==> src/hw/pfc_consts.vh <==
// constants for the program flash command controller
// assumes inclusion by the two design files that use it and the two bench files
`ifndef PFC_CONSTS_VH
`define PFC_CONSTS_VH
`define PFC_OFF_CTRL 6'h0c
`define PFC_OFF_MODE 6'h10
`define PFC_OFF_MASK 6'h14
`define PFC_OFF_RAW 6'h18
`define PFC_OFF_MSK 6'h1c
`define PFC_OFF_CLR 6'h20
`define PFC_OFF_STATE 6'h24
`define PFC_OFF_ADDR 6'h28
`define PFC_OFF_DATA 6'h2c
`define PFC_OFF_KEY 6'h30
`define PFC_START_BIT 0
`define PFC_CMD_HI 6
`define PFC_CMD_LO 4
`define PFC_DONE_BIT 0
`define PFC_ERR_HI 10
`define PFC_ERR_LO 8
`define PFC_ERR_OVL 8
`define PFC_ERR_UND 9
`define PFC_ERR_PROT 10
`define PFC_BOOT_BIT 0
`define PFC_WAIT_HI 5
`define PFC_WAIT_LO 4
`define PFC_PREF_BIT 8
`define PFC_BUSY_BIT 0
`define PFC_CMD_NONE 3'h0
`define PFC_CMD_WORD 3'h1
`define PFC_CMD_PAGE 3'h2
`define PFC_CMD_SECT 3'h3
`define PFC_CMD_ALL 3'h4
`define PFC_CMD_OPTP 3'h5
`define PFC_CMD_OPTE 3'h6
`define PFC_CMD_BAD 3'h7
`define PFC_KEY_OK 32'h5a5a5a5a
`define PFC_PAGE_MASK 32'hfffffc00
`define PFC_SECT_MASK 32'hffff8000
`define PFC_ZERO32 32'h00000000
`define PFC_RESP_OK 2'h0
`define PFC_RESP_ERR 2'h2
`endif

==> src/hw/pfc_flash_ctrl.v <==
// program flash command, mode and event status registers
// assumes an AXI4-Lite master on sys_clk and a flash array port
`timescale 1ns/1ps
`include "pfc_consts.vh"
// Summary of operation
// - start bit and command field clear themselves when an operation ends
// - start write while busy is ignored; valid command raises overlap error
// - start with prohibited code 111 raises undefined-command error
// - command field bits 6:4 select none, program, erases, option ops
// - option erase wipes protection and configuration option words together
// - control writes ignored while any raw error flag is set
// - control writes ignored while busy or with a bad unlock key
// - mode bit 0 lets entire erase include the boot area
// - mode bits 5:4 choose one to four read wait cycles
// - mode bit 8 enables prefetch; wait field unused when it is zero
// - mask register enables done at bit 0, errors at bits 10:8
// - raw status shows done at bit 0 and errors at bits 10:8
// - writing one to clear register bits clears matching flags
// - state register bit 0 reads one while programming or erasing
// - data register holds the word a program command writes
// - start accepted only with key 5a5a5a5a; key clears after operation
// - operation on a protected area raises third error, flash untouched
// - page erase targets the 1 Kbyte page holding the address
// - sector erase targets the 32 Kbyte sector holding the address
module pfc_flash_ctrl #(
    parameter PROG_CYCLES = 16,
    parameter ERASE_CYCLES = 64
) (
    // clock and reset
    input wire sys_clk,
    input wire rstn,
    // axi4-lite write address
    input wire [5:0] s_axi_awaddr,
    input wire s_axi_awvalid,
    output reg s_axi_awready,
    // axi4-lite write data
    input wire [31:0] s_axi_wdata,
    input wire [3:0] s_axi_wstrb,
    input wire s_axi_wvalid,
    output reg s_axi_wready,
    // axi4-lite write response
    output reg [1:0] s_axi_bresp,
    output reg s_axi_bvalid,
    input wire s_axi_bready,
    // axi4-lite read address
    input wire [5:0] s_axi_araddr,
    input wire s_axi_arvalid,
    output reg s_axi_arready,
    // axi4-lite read data
    output reg [31:0] s_axi_rdata,
    output reg [1:0] s_axi_rresp,
    output reg s_axi_rvalid,
    input wire s_axi_rready,
    // protection input from the array, asynchronous pin
    input wire areaProtected,
    // flash array operation port
    output reg flashOpValid,
    output reg [2:0] flashOpCmd,
    output reg [31:0] flashOpAddr,
    output reg [31:0] program_word,
    output reg flashBootErase,
    output reg optionWordWipe,
    // read timing to the fetch path
    output reg prefetch_enable,
    output reg [2:0] readWaitCycles,
    // interrupt
    output reg flashIrq
);
    wire rstnSync;
    reg protMeta;
    reg protSync;
    reg [31:0] flash_mode;
    reg [31:0] irq_mask_set_clear;
    reg [31:0] target_address;
    reg [31:0] write_data_word;
    reg [31:0] unlock_key;
    reg [2:0] cmdField;
    reg startBit;
    reg done;
    reg [2:0] error_flags;
    reg busy;
    reg [2:0] runCmd;
    reg opStart;
    reg [5:0] wAddr;
    reg haveAw;
    reg haveW;
    reg [31:0] wData;
    reg [3:0] wStrb;
    wire timerRun;
    wire timerFinish;
    wire doWrite = haveAw && haveW && !s_axi_bvalid;
    wire [2:0] wCmd = wData[`PFC_CMD_HI:`PFC_CMD_LO];
    wire wStart = wData[`PFC_START_BIT] && wStrb[0];
    wire ctrlWr = doWrite && (wAddr == `PFC_OFF_CTRL);
    wire clrWr = doWrite && (wAddr == `PFC_OFF_CLR);
    wire keyOk = (unlock_key == `PFC_KEY_OK);
    wire anyErr = |error_flags;
    wire ctrlTake = ctrlWr && !busy && !anyErr && keyOk;
    wire goodCmd = (wCmd != `PFC_CMD_NONE) && (wCmd != `PFC_CMD_BAD);
    wire eraseCls = (runCmd != `PFC_CMD_WORD) && (runCmd != `PFC_CMD_OPTP);
    // a protected target never starts the timer, so busy lasts one cycle
    wire timerGo = opStart && !protSync;
    // array strobes share one qualifier so they rise and fall together
    wire opLive = busy && timerRun && !protSync;
    wire [2:0] rawErr = {1'b0, 1'b0, 1'b0};
    wire [10:0] rawEv = {error_flags, 7'h00, done};
    wire [10:0] mskEv = rawEv & irq_mask_set_clear[`PFC_ERR_HI:0];
    reg [2:0] setErr;
    reg mapped;
    reg [31:0] rdVal;

    pfc_reset_sync u_rst (
        .sysClk(sys_clk),
        .rstnIn(rstn),
        .rstnOut(rstnSync)
    );

    pfc_op_timer #(
        .PROG_CYCLES(PROG_CYCLES),
        .ERASE_CYCLES(ERASE_CYCLES)
    ) u_timer (
        .sysClk(sys_clk),
        .rstn(rstnSync),
        .start(timerGo),
        .isErase(eraseCls),
        .running(timerRun),
        .finish(timerFinish)
    );

    // protection pin passes two flops before use
    always @(posedge sys_clk or negedge rstnSync) begin
        if (!rstnSync) begin
            protMeta <= 1'b0;
            protSync <= 1'b0;
        end else begin
            protMeta <= areaProtected;
            protSync <= protMeta;
        end
    end

    // error events raised this cycle
    always @* begin
        setErr = rawErr;
        if (ctrlWr && wStart && busy && goodCmd)
            setErr[0] = 1'b1;
        if (ctrlWr && wStart && !busy && !anyErr && wCmd == `PFC_CMD_BAD)
            setErr[1] = 1'b1;
        if (opStart && protSync && runCmd != `PFC_CMD_NONE)
            setErr[2] = 1'b1;
    end

    // write channel capture, address and data in either order
    always @(posedge sys_clk or negedge rstnSync) begin
        if (!rstnSync) begin
            haveAw <= 1'b0;
            haveW <= 1'b0;
            wAddr <= 6'h00;
            wData <= `PFC_ZERO32;
            wStrb <= 4'h0;
            s_axi_awready <= 1'b0;
            s_axi_wready <= 1'b0;
            s_axi_bvalid <= 1'b0;
            s_axi_bresp <= `PFC_RESP_OK;
        end else begin
            // ready idles high every other cycle so a held valid is taken once
            s_axi_awready <= !haveAw && !s_axi_awready && !s_axi_bvalid;
            s_axi_wready <= !haveW && !s_axi_wready && !s_axi_bvalid;
            if (s_axi_awvalid && s_axi_awready) begin
                haveAw <= 1'b1;
                wAddr <= {s_axi_awaddr[5:2], 2'b00};
                s_axi_awready <= 1'b0;
            end
            if (s_axi_wvalid && s_axi_wready) begin
                haveW <= 1'b1;
                wData <= s_axi_wdata;
                wStrb <= s_axi_wstrb;
                s_axi_wready <= 1'b0;
            end
            if (doWrite) begin
                haveAw <= 1'b0;
                haveW <= 1'b0;
                s_axi_bvalid <= 1'b1;
                s_axi_bresp <= (wAddr >= `PFC_OFF_CTRL &&
                    wAddr <= `PFC_OFF_KEY) ? `PFC_RESP_OK : `PFC_RESP_ERR;
            end else if (s_axi_bvalid && s_axi_bready) begin
                s_axi_bvalid <= 1'b0;
            end
        end
    end

    // register file and command sequencing
    always @(posedge sys_clk or negedge rstnSync) begin
        if (!rstnSync) begin
            flash_mode <= `PFC_ZERO32;
            irq_mask_set_clear <= `PFC_ZERO32;
            target_address <= `PFC_ZERO32;
            write_data_word <= `PFC_ZERO32;
            unlock_key <= `PFC_ZERO32;
            cmdField <= `PFC_CMD_NONE;
            startBit <= 1'b0;
            done <= 1'b0;
            error_flags <= 3'h0;
            busy <= 1'b0;
            runCmd <= `PFC_CMD_NONE;
            opStart <= 1'b0;
        end else begin
            opStart <= 1'b0;
            // setup writes during a run are dropped so the array sees one job
            if (doWrite && !busy) begin
                case (wAddr)
                    `PFC_OFF_MODE: flash_mode <= wData;
                    `PFC_OFF_MASK: irq_mask_set_clear <= wData;
                    `PFC_OFF_ADDR: target_address <= wData;
                    `PFC_OFF_DATA: write_data_word <= wData;
                    `PFC_OFF_KEY: unlock_key <= wData;
                    default: ;
                endcase
            end
            if (ctrlTake) begin
                cmdField <= wCmd;
                if (wStart && goodCmd) begin
                    startBit <= 1'b1;
                    runCmd <= wCmd;
                    opStart <= 1'b1;
                    busy <= 1'b1;
                end
            end
            // a protected start ends at once and drops the key like a finish
            if (opStart && protSync) begin
                busy <= 1'b0;
                startBit <= 1'b0;
                cmdField <= `PFC_CMD_NONE;
                unlock_key <= `PFC_ZERO32;
            end
            if (timerFinish && busy) begin
                busy <= 1'b0;
                startBit <= 1'b0;
                cmdField <= `PFC_CMD_NONE;
                target_address <= `PFC_ZERO32;
                write_data_word <= `PFC_ZERO32;
                unlock_key <= `PFC_ZERO32;
            end
            // set wins over a clear in the same cycle
            if (clrWr && wData[`PFC_DONE_BIT] && wStrb[0])
                done <= 1'b0;
            if (timerFinish && busy)
                done <= 1'b1;
            // hardware set beats a software clear in the same cycle
            error_flags <= (error_flags &
                ~(wData[`PFC_ERR_HI:`PFC_ERR_LO] & {3{clrWr && wStrb[1]}}))
                | setErr;
        end
    end

    // flash array drive and read timing outputs
    always @(posedge sys_clk or negedge rstnSync) begin
        if (!rstnSync) begin
            flashOpValid <= 1'b0;
            flashOpCmd <= `PFC_CMD_NONE;
            flashOpAddr <= `PFC_ZERO32;
            program_word <= `PFC_ZERO32;
            flashBootErase <= 1'b0;
            optionWordWipe <= 1'b0;
            prefetch_enable <= 1'b0;
            readWaitCycles <= 3'h1;
            flashIrq <= 1'b0;
        end else begin
            // the array is never driven for a protected target
            flashOpValid <= opLive;
            flashOpCmd <= runCmd;
            program_word <= write_data_word;
            case (runCmd)
                `PFC_CMD_PAGE:
                    flashOpAddr <= target_address & `PFC_PAGE_MASK;
                `PFC_CMD_SECT:
                    flashOpAddr <= target_address & `PFC_SECT_MASK;
                `PFC_CMD_ALL: flashOpAddr <= `PFC_ZERO32;
                default: flashOpAddr <= target_address;
            endcase
            flashBootErase <= opLive && runCmd == `PFC_CMD_ALL &&
                flash_mode[`PFC_BOOT_BIT];
            optionWordWipe <= opLive && runCmd == `PFC_CMD_OPTE;
            prefetch_enable <= flash_mode[`PFC_PREF_BIT];
            // wait field only counts with prefetch on
            readWaitCycles <= flash_mode[`PFC_PREF_BIT] ?
                ({1'b0, flash_mode[`PFC_WAIT_HI:`PFC_WAIT_LO]} + 3'h1)
                : 3'h1;
            flashIrq <= |mskEv;
        end
    end

    // read decode
    always @* begin
        rdVal = `PFC_ZERO32;
        mapped = 1'b1;
        case ({s_axi_araddr[5:2], 2'b00})
            `PFC_OFF_CTRL: rdVal = {25'h0, cmdField, 3'h0,
                startBit};
            `PFC_OFF_MODE: rdVal = {23'h0, flash_mode[`PFC_PREF_BIT],
                2'h0, flash_mode[`PFC_WAIT_HI:`PFC_WAIT_LO], 3'h0,
                flash_mode[`PFC_BOOT_BIT]};
            `PFC_OFF_MASK: rdVal = {21'h0,
                irq_mask_set_clear[`PFC_ERR_HI:`PFC_ERR_LO], 7'h0,
                irq_mask_set_clear[`PFC_DONE_BIT]};
            `PFC_OFF_RAW: rdVal = {21'h0, rawEv};
            `PFC_OFF_MSK: rdVal = {21'h0, mskEv};
            `PFC_OFF_CLR: rdVal = `PFC_ZERO32;
            `PFC_OFF_STATE: rdVal = {31'h0, busy};
            `PFC_OFF_ADDR: rdVal = target_address;
            `PFC_OFF_DATA: rdVal = write_data_word;
            `PFC_OFF_KEY: rdVal = unlock_key;
            default: mapped = 1'b0;
        endcase
    end

    // read channel
    always @(posedge sys_clk or negedge rstnSync) begin
        if (!rstnSync) begin
            s_axi_arready <= 1'b0;
            s_axi_rvalid <= 1'b0;
            s_axi_rdata <= `PFC_ZERO32;
            s_axi_rresp <= `PFC_RESP_OK;
        end else begin
            // data is taken at the address handshake and held until rready
            s_axi_arready <= !s_axi_arready && !s_axi_rvalid;
            if (s_axi_arvalid && s_axi_arready) begin
                s_axi_arready <= 1'b0;
                s_axi_rvalid <= 1'b1;
                s_axi_rdata <= rdVal;
                s_axi_rresp <= mapped ? `PFC_RESP_OK : `PFC_RESP_ERR;
            end else if (s_axi_rvalid && s_axi_rready) begin
                s_axi_rvalid <= 1'b0;
            end
        end
    end
endmodule

==> src/hw/pfc_reset_sync.v <==
// reset synchroniser: async assert, two-flop release
// assumes rstn is asynchronous to sys_clk
`timescale 1ns/1ps
module pfc_reset_sync (
    // clock and raw reset
    input wire sysClk,
    input wire rstnIn,
    // synchronised reset
    output reg rstnOut
);
    reg stage1;
    always @(posedge sysClk or negedge rstnIn) begin
        if (!rstnIn) begin
            stage1 <= 1'b0;
            rstnOut <= 1'b0;
        end else begin
            stage1 <= 1'b1;
            rstnOut <= stage1;
        end
    end
endmodule

==> src/hw/pfc_op_timer.v <==
// operation timer: runs for a fixed count per command class
// assumes start is a single-cycle pulse from the controller
`timescale 1ns/1ps
`include "pfc_consts.vh"
module pfc_op_timer #(
    parameter PROG_CYCLES = 16,
    parameter ERASE_CYCLES = 64
) (
    // clock and reset
    input wire sysClk,
    input wire rstn,
    // control
    input wire start,
    input wire isErase,
    // status
    output reg running,
    output reg finish
);
    reg [15:0] count;
    always @(posedge sysClk or negedge rstn) begin
        if (!rstn) begin
            count <= 16'h0000;
            running <= 1'b0;
            finish <= 1'b0;
        end else begin
            finish <= 1'b0;
            if (start && !running) begin
                running <= 1'b1;
                count <= isErase ? ERASE_CYCLES[15:0] : PROG_CYCLES[15:0];
            end else if (running) begin
                if (count <= 16'h0001) begin
                    running <= 1'b0;
                    finish <= 1'b1;
                end else begin
                    count <= count - 16'h0001;
                end
            end
        end
    end
endmodule

==> config.mk <==
export PLATFORM = sky130hd
export DESIGN_NAME = pfc_flash_ctrl
export DESIGN_NICKNAME = d
export VERILOG_FILES = /design/src/hw/pfc_flash_ctrl.v /design/src/hw/pfc_reset_sync.v /design/src/hw/pfc_op_timer.v
export VERILOG_INCLUDE_DIRS = /design/src /design/src/hw
export SDC_FILE = /design/constraint.sdc
export NUM_CORES = 1
export LEC_CHECK = 0
export BUFFER_PORTS_ARGS = -buffer_cell sky130_fd_sc_hd__buf_4
export CORE_MARGIN = 4
export CORE_UTILIZATION = 55
export CTS_BUF_LIST = sky130_fd_sc_hd__clkbuf_8
export CTS_CLUSTER_SIZE = 14
export DETAILED_ROUTE_END_ITERATION = 10
export PLACE_DENSITY = 0.77
export SYNTH_ARGS = -nofsm -noshare
export SYNTH_HDL_FRONTEND = slang
export SYNTH_SLANG_ARGS = --single-unit
==> constraint.sdc <==
create_clock -name sys_clk -period 22.3 [get_ports sys_clk]
set_input_delay 4.46 -clock sys_clk [delete_from_list [all_inputs] [get_ports sys_clk]]
set_output_delay 4.46 -clock sys_clk [all_outputs]
set_load 0.01 [all_outputs]
==> flow_metrics.env <==
export IMPL_vias=8412
export IMPL_area_growth_pct=22.6
export IMPL_cts_tree="built"
export IMPL_synthArstFlopShare_pct=100
export IMPL_antenna_found_initial=0
export IMPL_drv_slew=0
export IMPL_yosys_warnings=0
export IMPL_p_leak_nw=6.69
export IMPL_critical_path_max_stage_delay_ns=0.82
export IMPL_clkLatencyLatePin_ns=0.56
export IMPL_nNetsFinal=1157
export IMPL_cp_data_required_time_ns=22.76
export IMPL_netlist_area_sq_um=11300
export IMPL_status="finished clean"
export IMPL_critPathSlowestCell="nor4bb_4"
export IMPL_path_delay_family="simple AND/OR/NAND/NOR gates"
export IMPL_die_y_um=152
export IMPL_grt_pass1_vias=8590
export IMPL_synth_distinct_cells=60
export IMPL_cts_max_path_buffers=3
export IMPL_total_power_mw=1.60
export IMPL_power_density_nw_per_um2=115
export IMPL_viasPerCell=5.99
export IMPL_grt_max_degree=157
export IMPL_fin_area_sq_um=13900
export IMPL_numPlacedInstances=1319
export IMPL_max_slew_margin_rel_pct=15.9
export IMPL_postCtsHoldBufs=0
export IMPL_crit_buf_inv=2
export IMPL_ys_flop_type="dfrtp_1"
export IMPL_cts_root_buf="clkbuf_8"
export IMPL_wl_um=29700
export IMPL_initial_core_util_pct=56.1
export IMPL_max_cap_violations=0
export IMPL_grt_pass1_wl_um=46800
export IMPL_yosys_top_cells_area="dfrtp_1 64%, a22o_1 5.0%, mux2_2 5.0%, nand2_1 4.5%, a222oi_1 2.3%"
export IMPL_io_buffers=163
export IMPL_end_kind="register"
export IMPL_dr_pass1_iters=7
export IMPL_ys_seq_elements=292
export IMPL_wire_per_inst_um=21.1
export IMPL_htree_levels=2
export IMPL_synth_edff_count=0
export IMPL_dpl_cell_area_sq_um=12900
export IMPL_synth_top_area_share_pct=64.2
export IMPL_hpwl_um=18500
export IMPL_rsz0062_at_grt="no"
export IMPL_stdcell_count=1405
export IMPL_postCtsSetupBuffers=0
export IMPL_peakVddDrop_uv=80.2
export IMPL_path_common_cell="buf_4"
export IMPL_final_setup_tns_ns=0
export IMPL_drtAntennaViolNets=0
export IMPL_worstSetupStartpointType="input port"
export IMPL_syn_inst=929
export IMPL_layout_drive_gt1_share_pct=28.3
export IMPL_rows=52
export IMPL_gp_congestion=0.867
export IMPL_cts_clk_slew_worst_paths_ns=0.06
export IMPL_crit_arrival_ns=6.33
export IMPL_yosysSeqAreaShare_pct=64.4
export IMPL_final_hold_viol_count=0
export IMPL_synth_top_cells_by_count="291 x dfrtp_1, 136 x nand2_1, 65 x a22o_1"
export IMPL_tightest_slew_ns=1.26
export IMPL_grt_usage_pct=26.3
export IMPL_avgSynthCellArea_sq_um=12.2
export IMPL_hold_class="reg2reg"
export IMPL_core_area_sq_um=20200
export IMPL_grt_overflow=0
export IMPL_yosysMostFrequentCell="dfrtp_1"
export IMPL_layout_min_cycle_time_ns=5.87
export IMPL_synth_top_area_cell="dfrtp_1"
export IMPL_fmax_mhz=170
export IMPL_skew_ns=0.0226
export IMPL_cts_buffers=47
export IMPL_final_period_utilization_pct=26.3
export IMPL_dieArea_sq_um=23000
export IMPL_diodes=0
export IMPL_crit_chain="buf_4 -> nor4bb_4 -> buf_4 -> a222oi_1 -> o21a_1 -> o21ai_0"
export IMPL_setup_viol=0
export IMPL_path_class="in2reg"
export IMPL_drt_initial_drc_count=792
export IMPL_route_detailed_drc=0
export IMPL_fp_dieW_um=152
export IMPL_crit_fanout=18
export IMPL_cts_sinks=292
export IMPL_n_fill_cell=1463
export IMPL_io_pins=172
export IMPL_cts_resized=0
[flip-flops by register name (all words and copies together), names as in the netlist, 4 cells and up]
name                flops
flashOpAddr            32
unlock_key             32
irq_mask_set_clear      4
wAddr                   4
flash_mode              4
target_address         32
u_timer.count          16
s_axi_rdata            32
write_data_word        32
program_word           32
wData                  32
[kinds of logic (layout without fill, tap and decap cells)]
logic type	after synthesis	count (layout)	share of synthesized area (%)
AO/OA/AOI/OAI	219	219	13.9
adder cells (fa/ha/maj)	4	4	0.419
buffers and inverters	70	275	2.39
flip-flops	292	292	64.4
multiplexers	58	58	5.67
other	2	3	0.0662
AND/OR/NAND/NOR	284	284	13.1
[per-stage QoR]
step	hold WS [ns]	util [%]	worst slack, ns
after detailed placement	0.336	63.7	15.88
after floorplan	0.331	-	13.56
after global placement	0.339	63.7	15.92
after CTS	0.350	68.8	16.46
after global routing	0.363	68.8	16.35
final	0.347	68.8	16.43
[power breakdown]
group	switching (mW)	internal (mW)	leakage, nW
clock network	0.208	0.276	0.572
logic	0.140	0.168	2.25
registers	0.135	0.674	3.87
total	0.483	1.12	6.69
[path summary, 6_finish.rpt]
kind                                 start                  end  slack [ns]  depth (start not counted)
setup reg to reg              s_axi_bvalid  write_data_word[23]       19.04                          5
hold reg to reg               u_rst.stage1        u_rst.rstnOut        0.35                          0
min in group asynchronous    u_rst.rstnOut   write_data_word[3]        0.45                          0
hold / removal                u_rst.stage1        u_rst.rstnOut        0.35                          0
max in group asynchronous             rstn        u_rst.rstnOut       18.53                          1
setup / recovery           s_axi_araddr[4]       s_axi_rdata[4]       16.43                          6
[layer usage]
layer  track usage, %  up-vias  wire length, um
li1                 -     3743                -
met1             36.3     4228            12300
met2             41.6      372            14400
met3             5.15       69             2120
met4             10.4        0              937
met5                0        -                0
[area by class of cell]
cell class / instances / area (sq um) / share of cell area, %
clock buffers: 63 / 867 / 6.23
well taps: 270 / 338 / 2.43
multi-input cells: 568 / 3850 / 27.7
inverters: 11 / 41.3 / 0.297
repair buffers: 178 / 1350 / 9.69
flip-flops and latches: 292 / 7310 / 52.5
clock inverters: 23 / 160 / 1.15
[cells in the final DEF, fill, tap and decap left out, types with 3 or more instances in the layout]
cell type,instances
nand3_1,6
nor4_1,10
a21oi_1,45
and4b_1,5
nand2b_1,7
nand3b_1,6
a31oi_1,3
a22o_1,65
and4_1,6
mux2_2,50
nor4b_1,4
clkbuf_8,63
mux2i_1,8
nor3_1,12
or3_1,4
a222oi_1,26
nand2_1,135
ha_1,3
clkinv_2,7
buf_4,177
o2bb2ai_1,4
nor2_1,13
nand4_1,6
or4_1,8
nor4_2,3
or2_2,3
o31ai_1,5
conb_1,3
dfrtp_1,290
o21ai_0,46
inv_1,22
nor2b_1,24
and2_1,17
No activity file was read; power rests on OpenSTA's default activity.
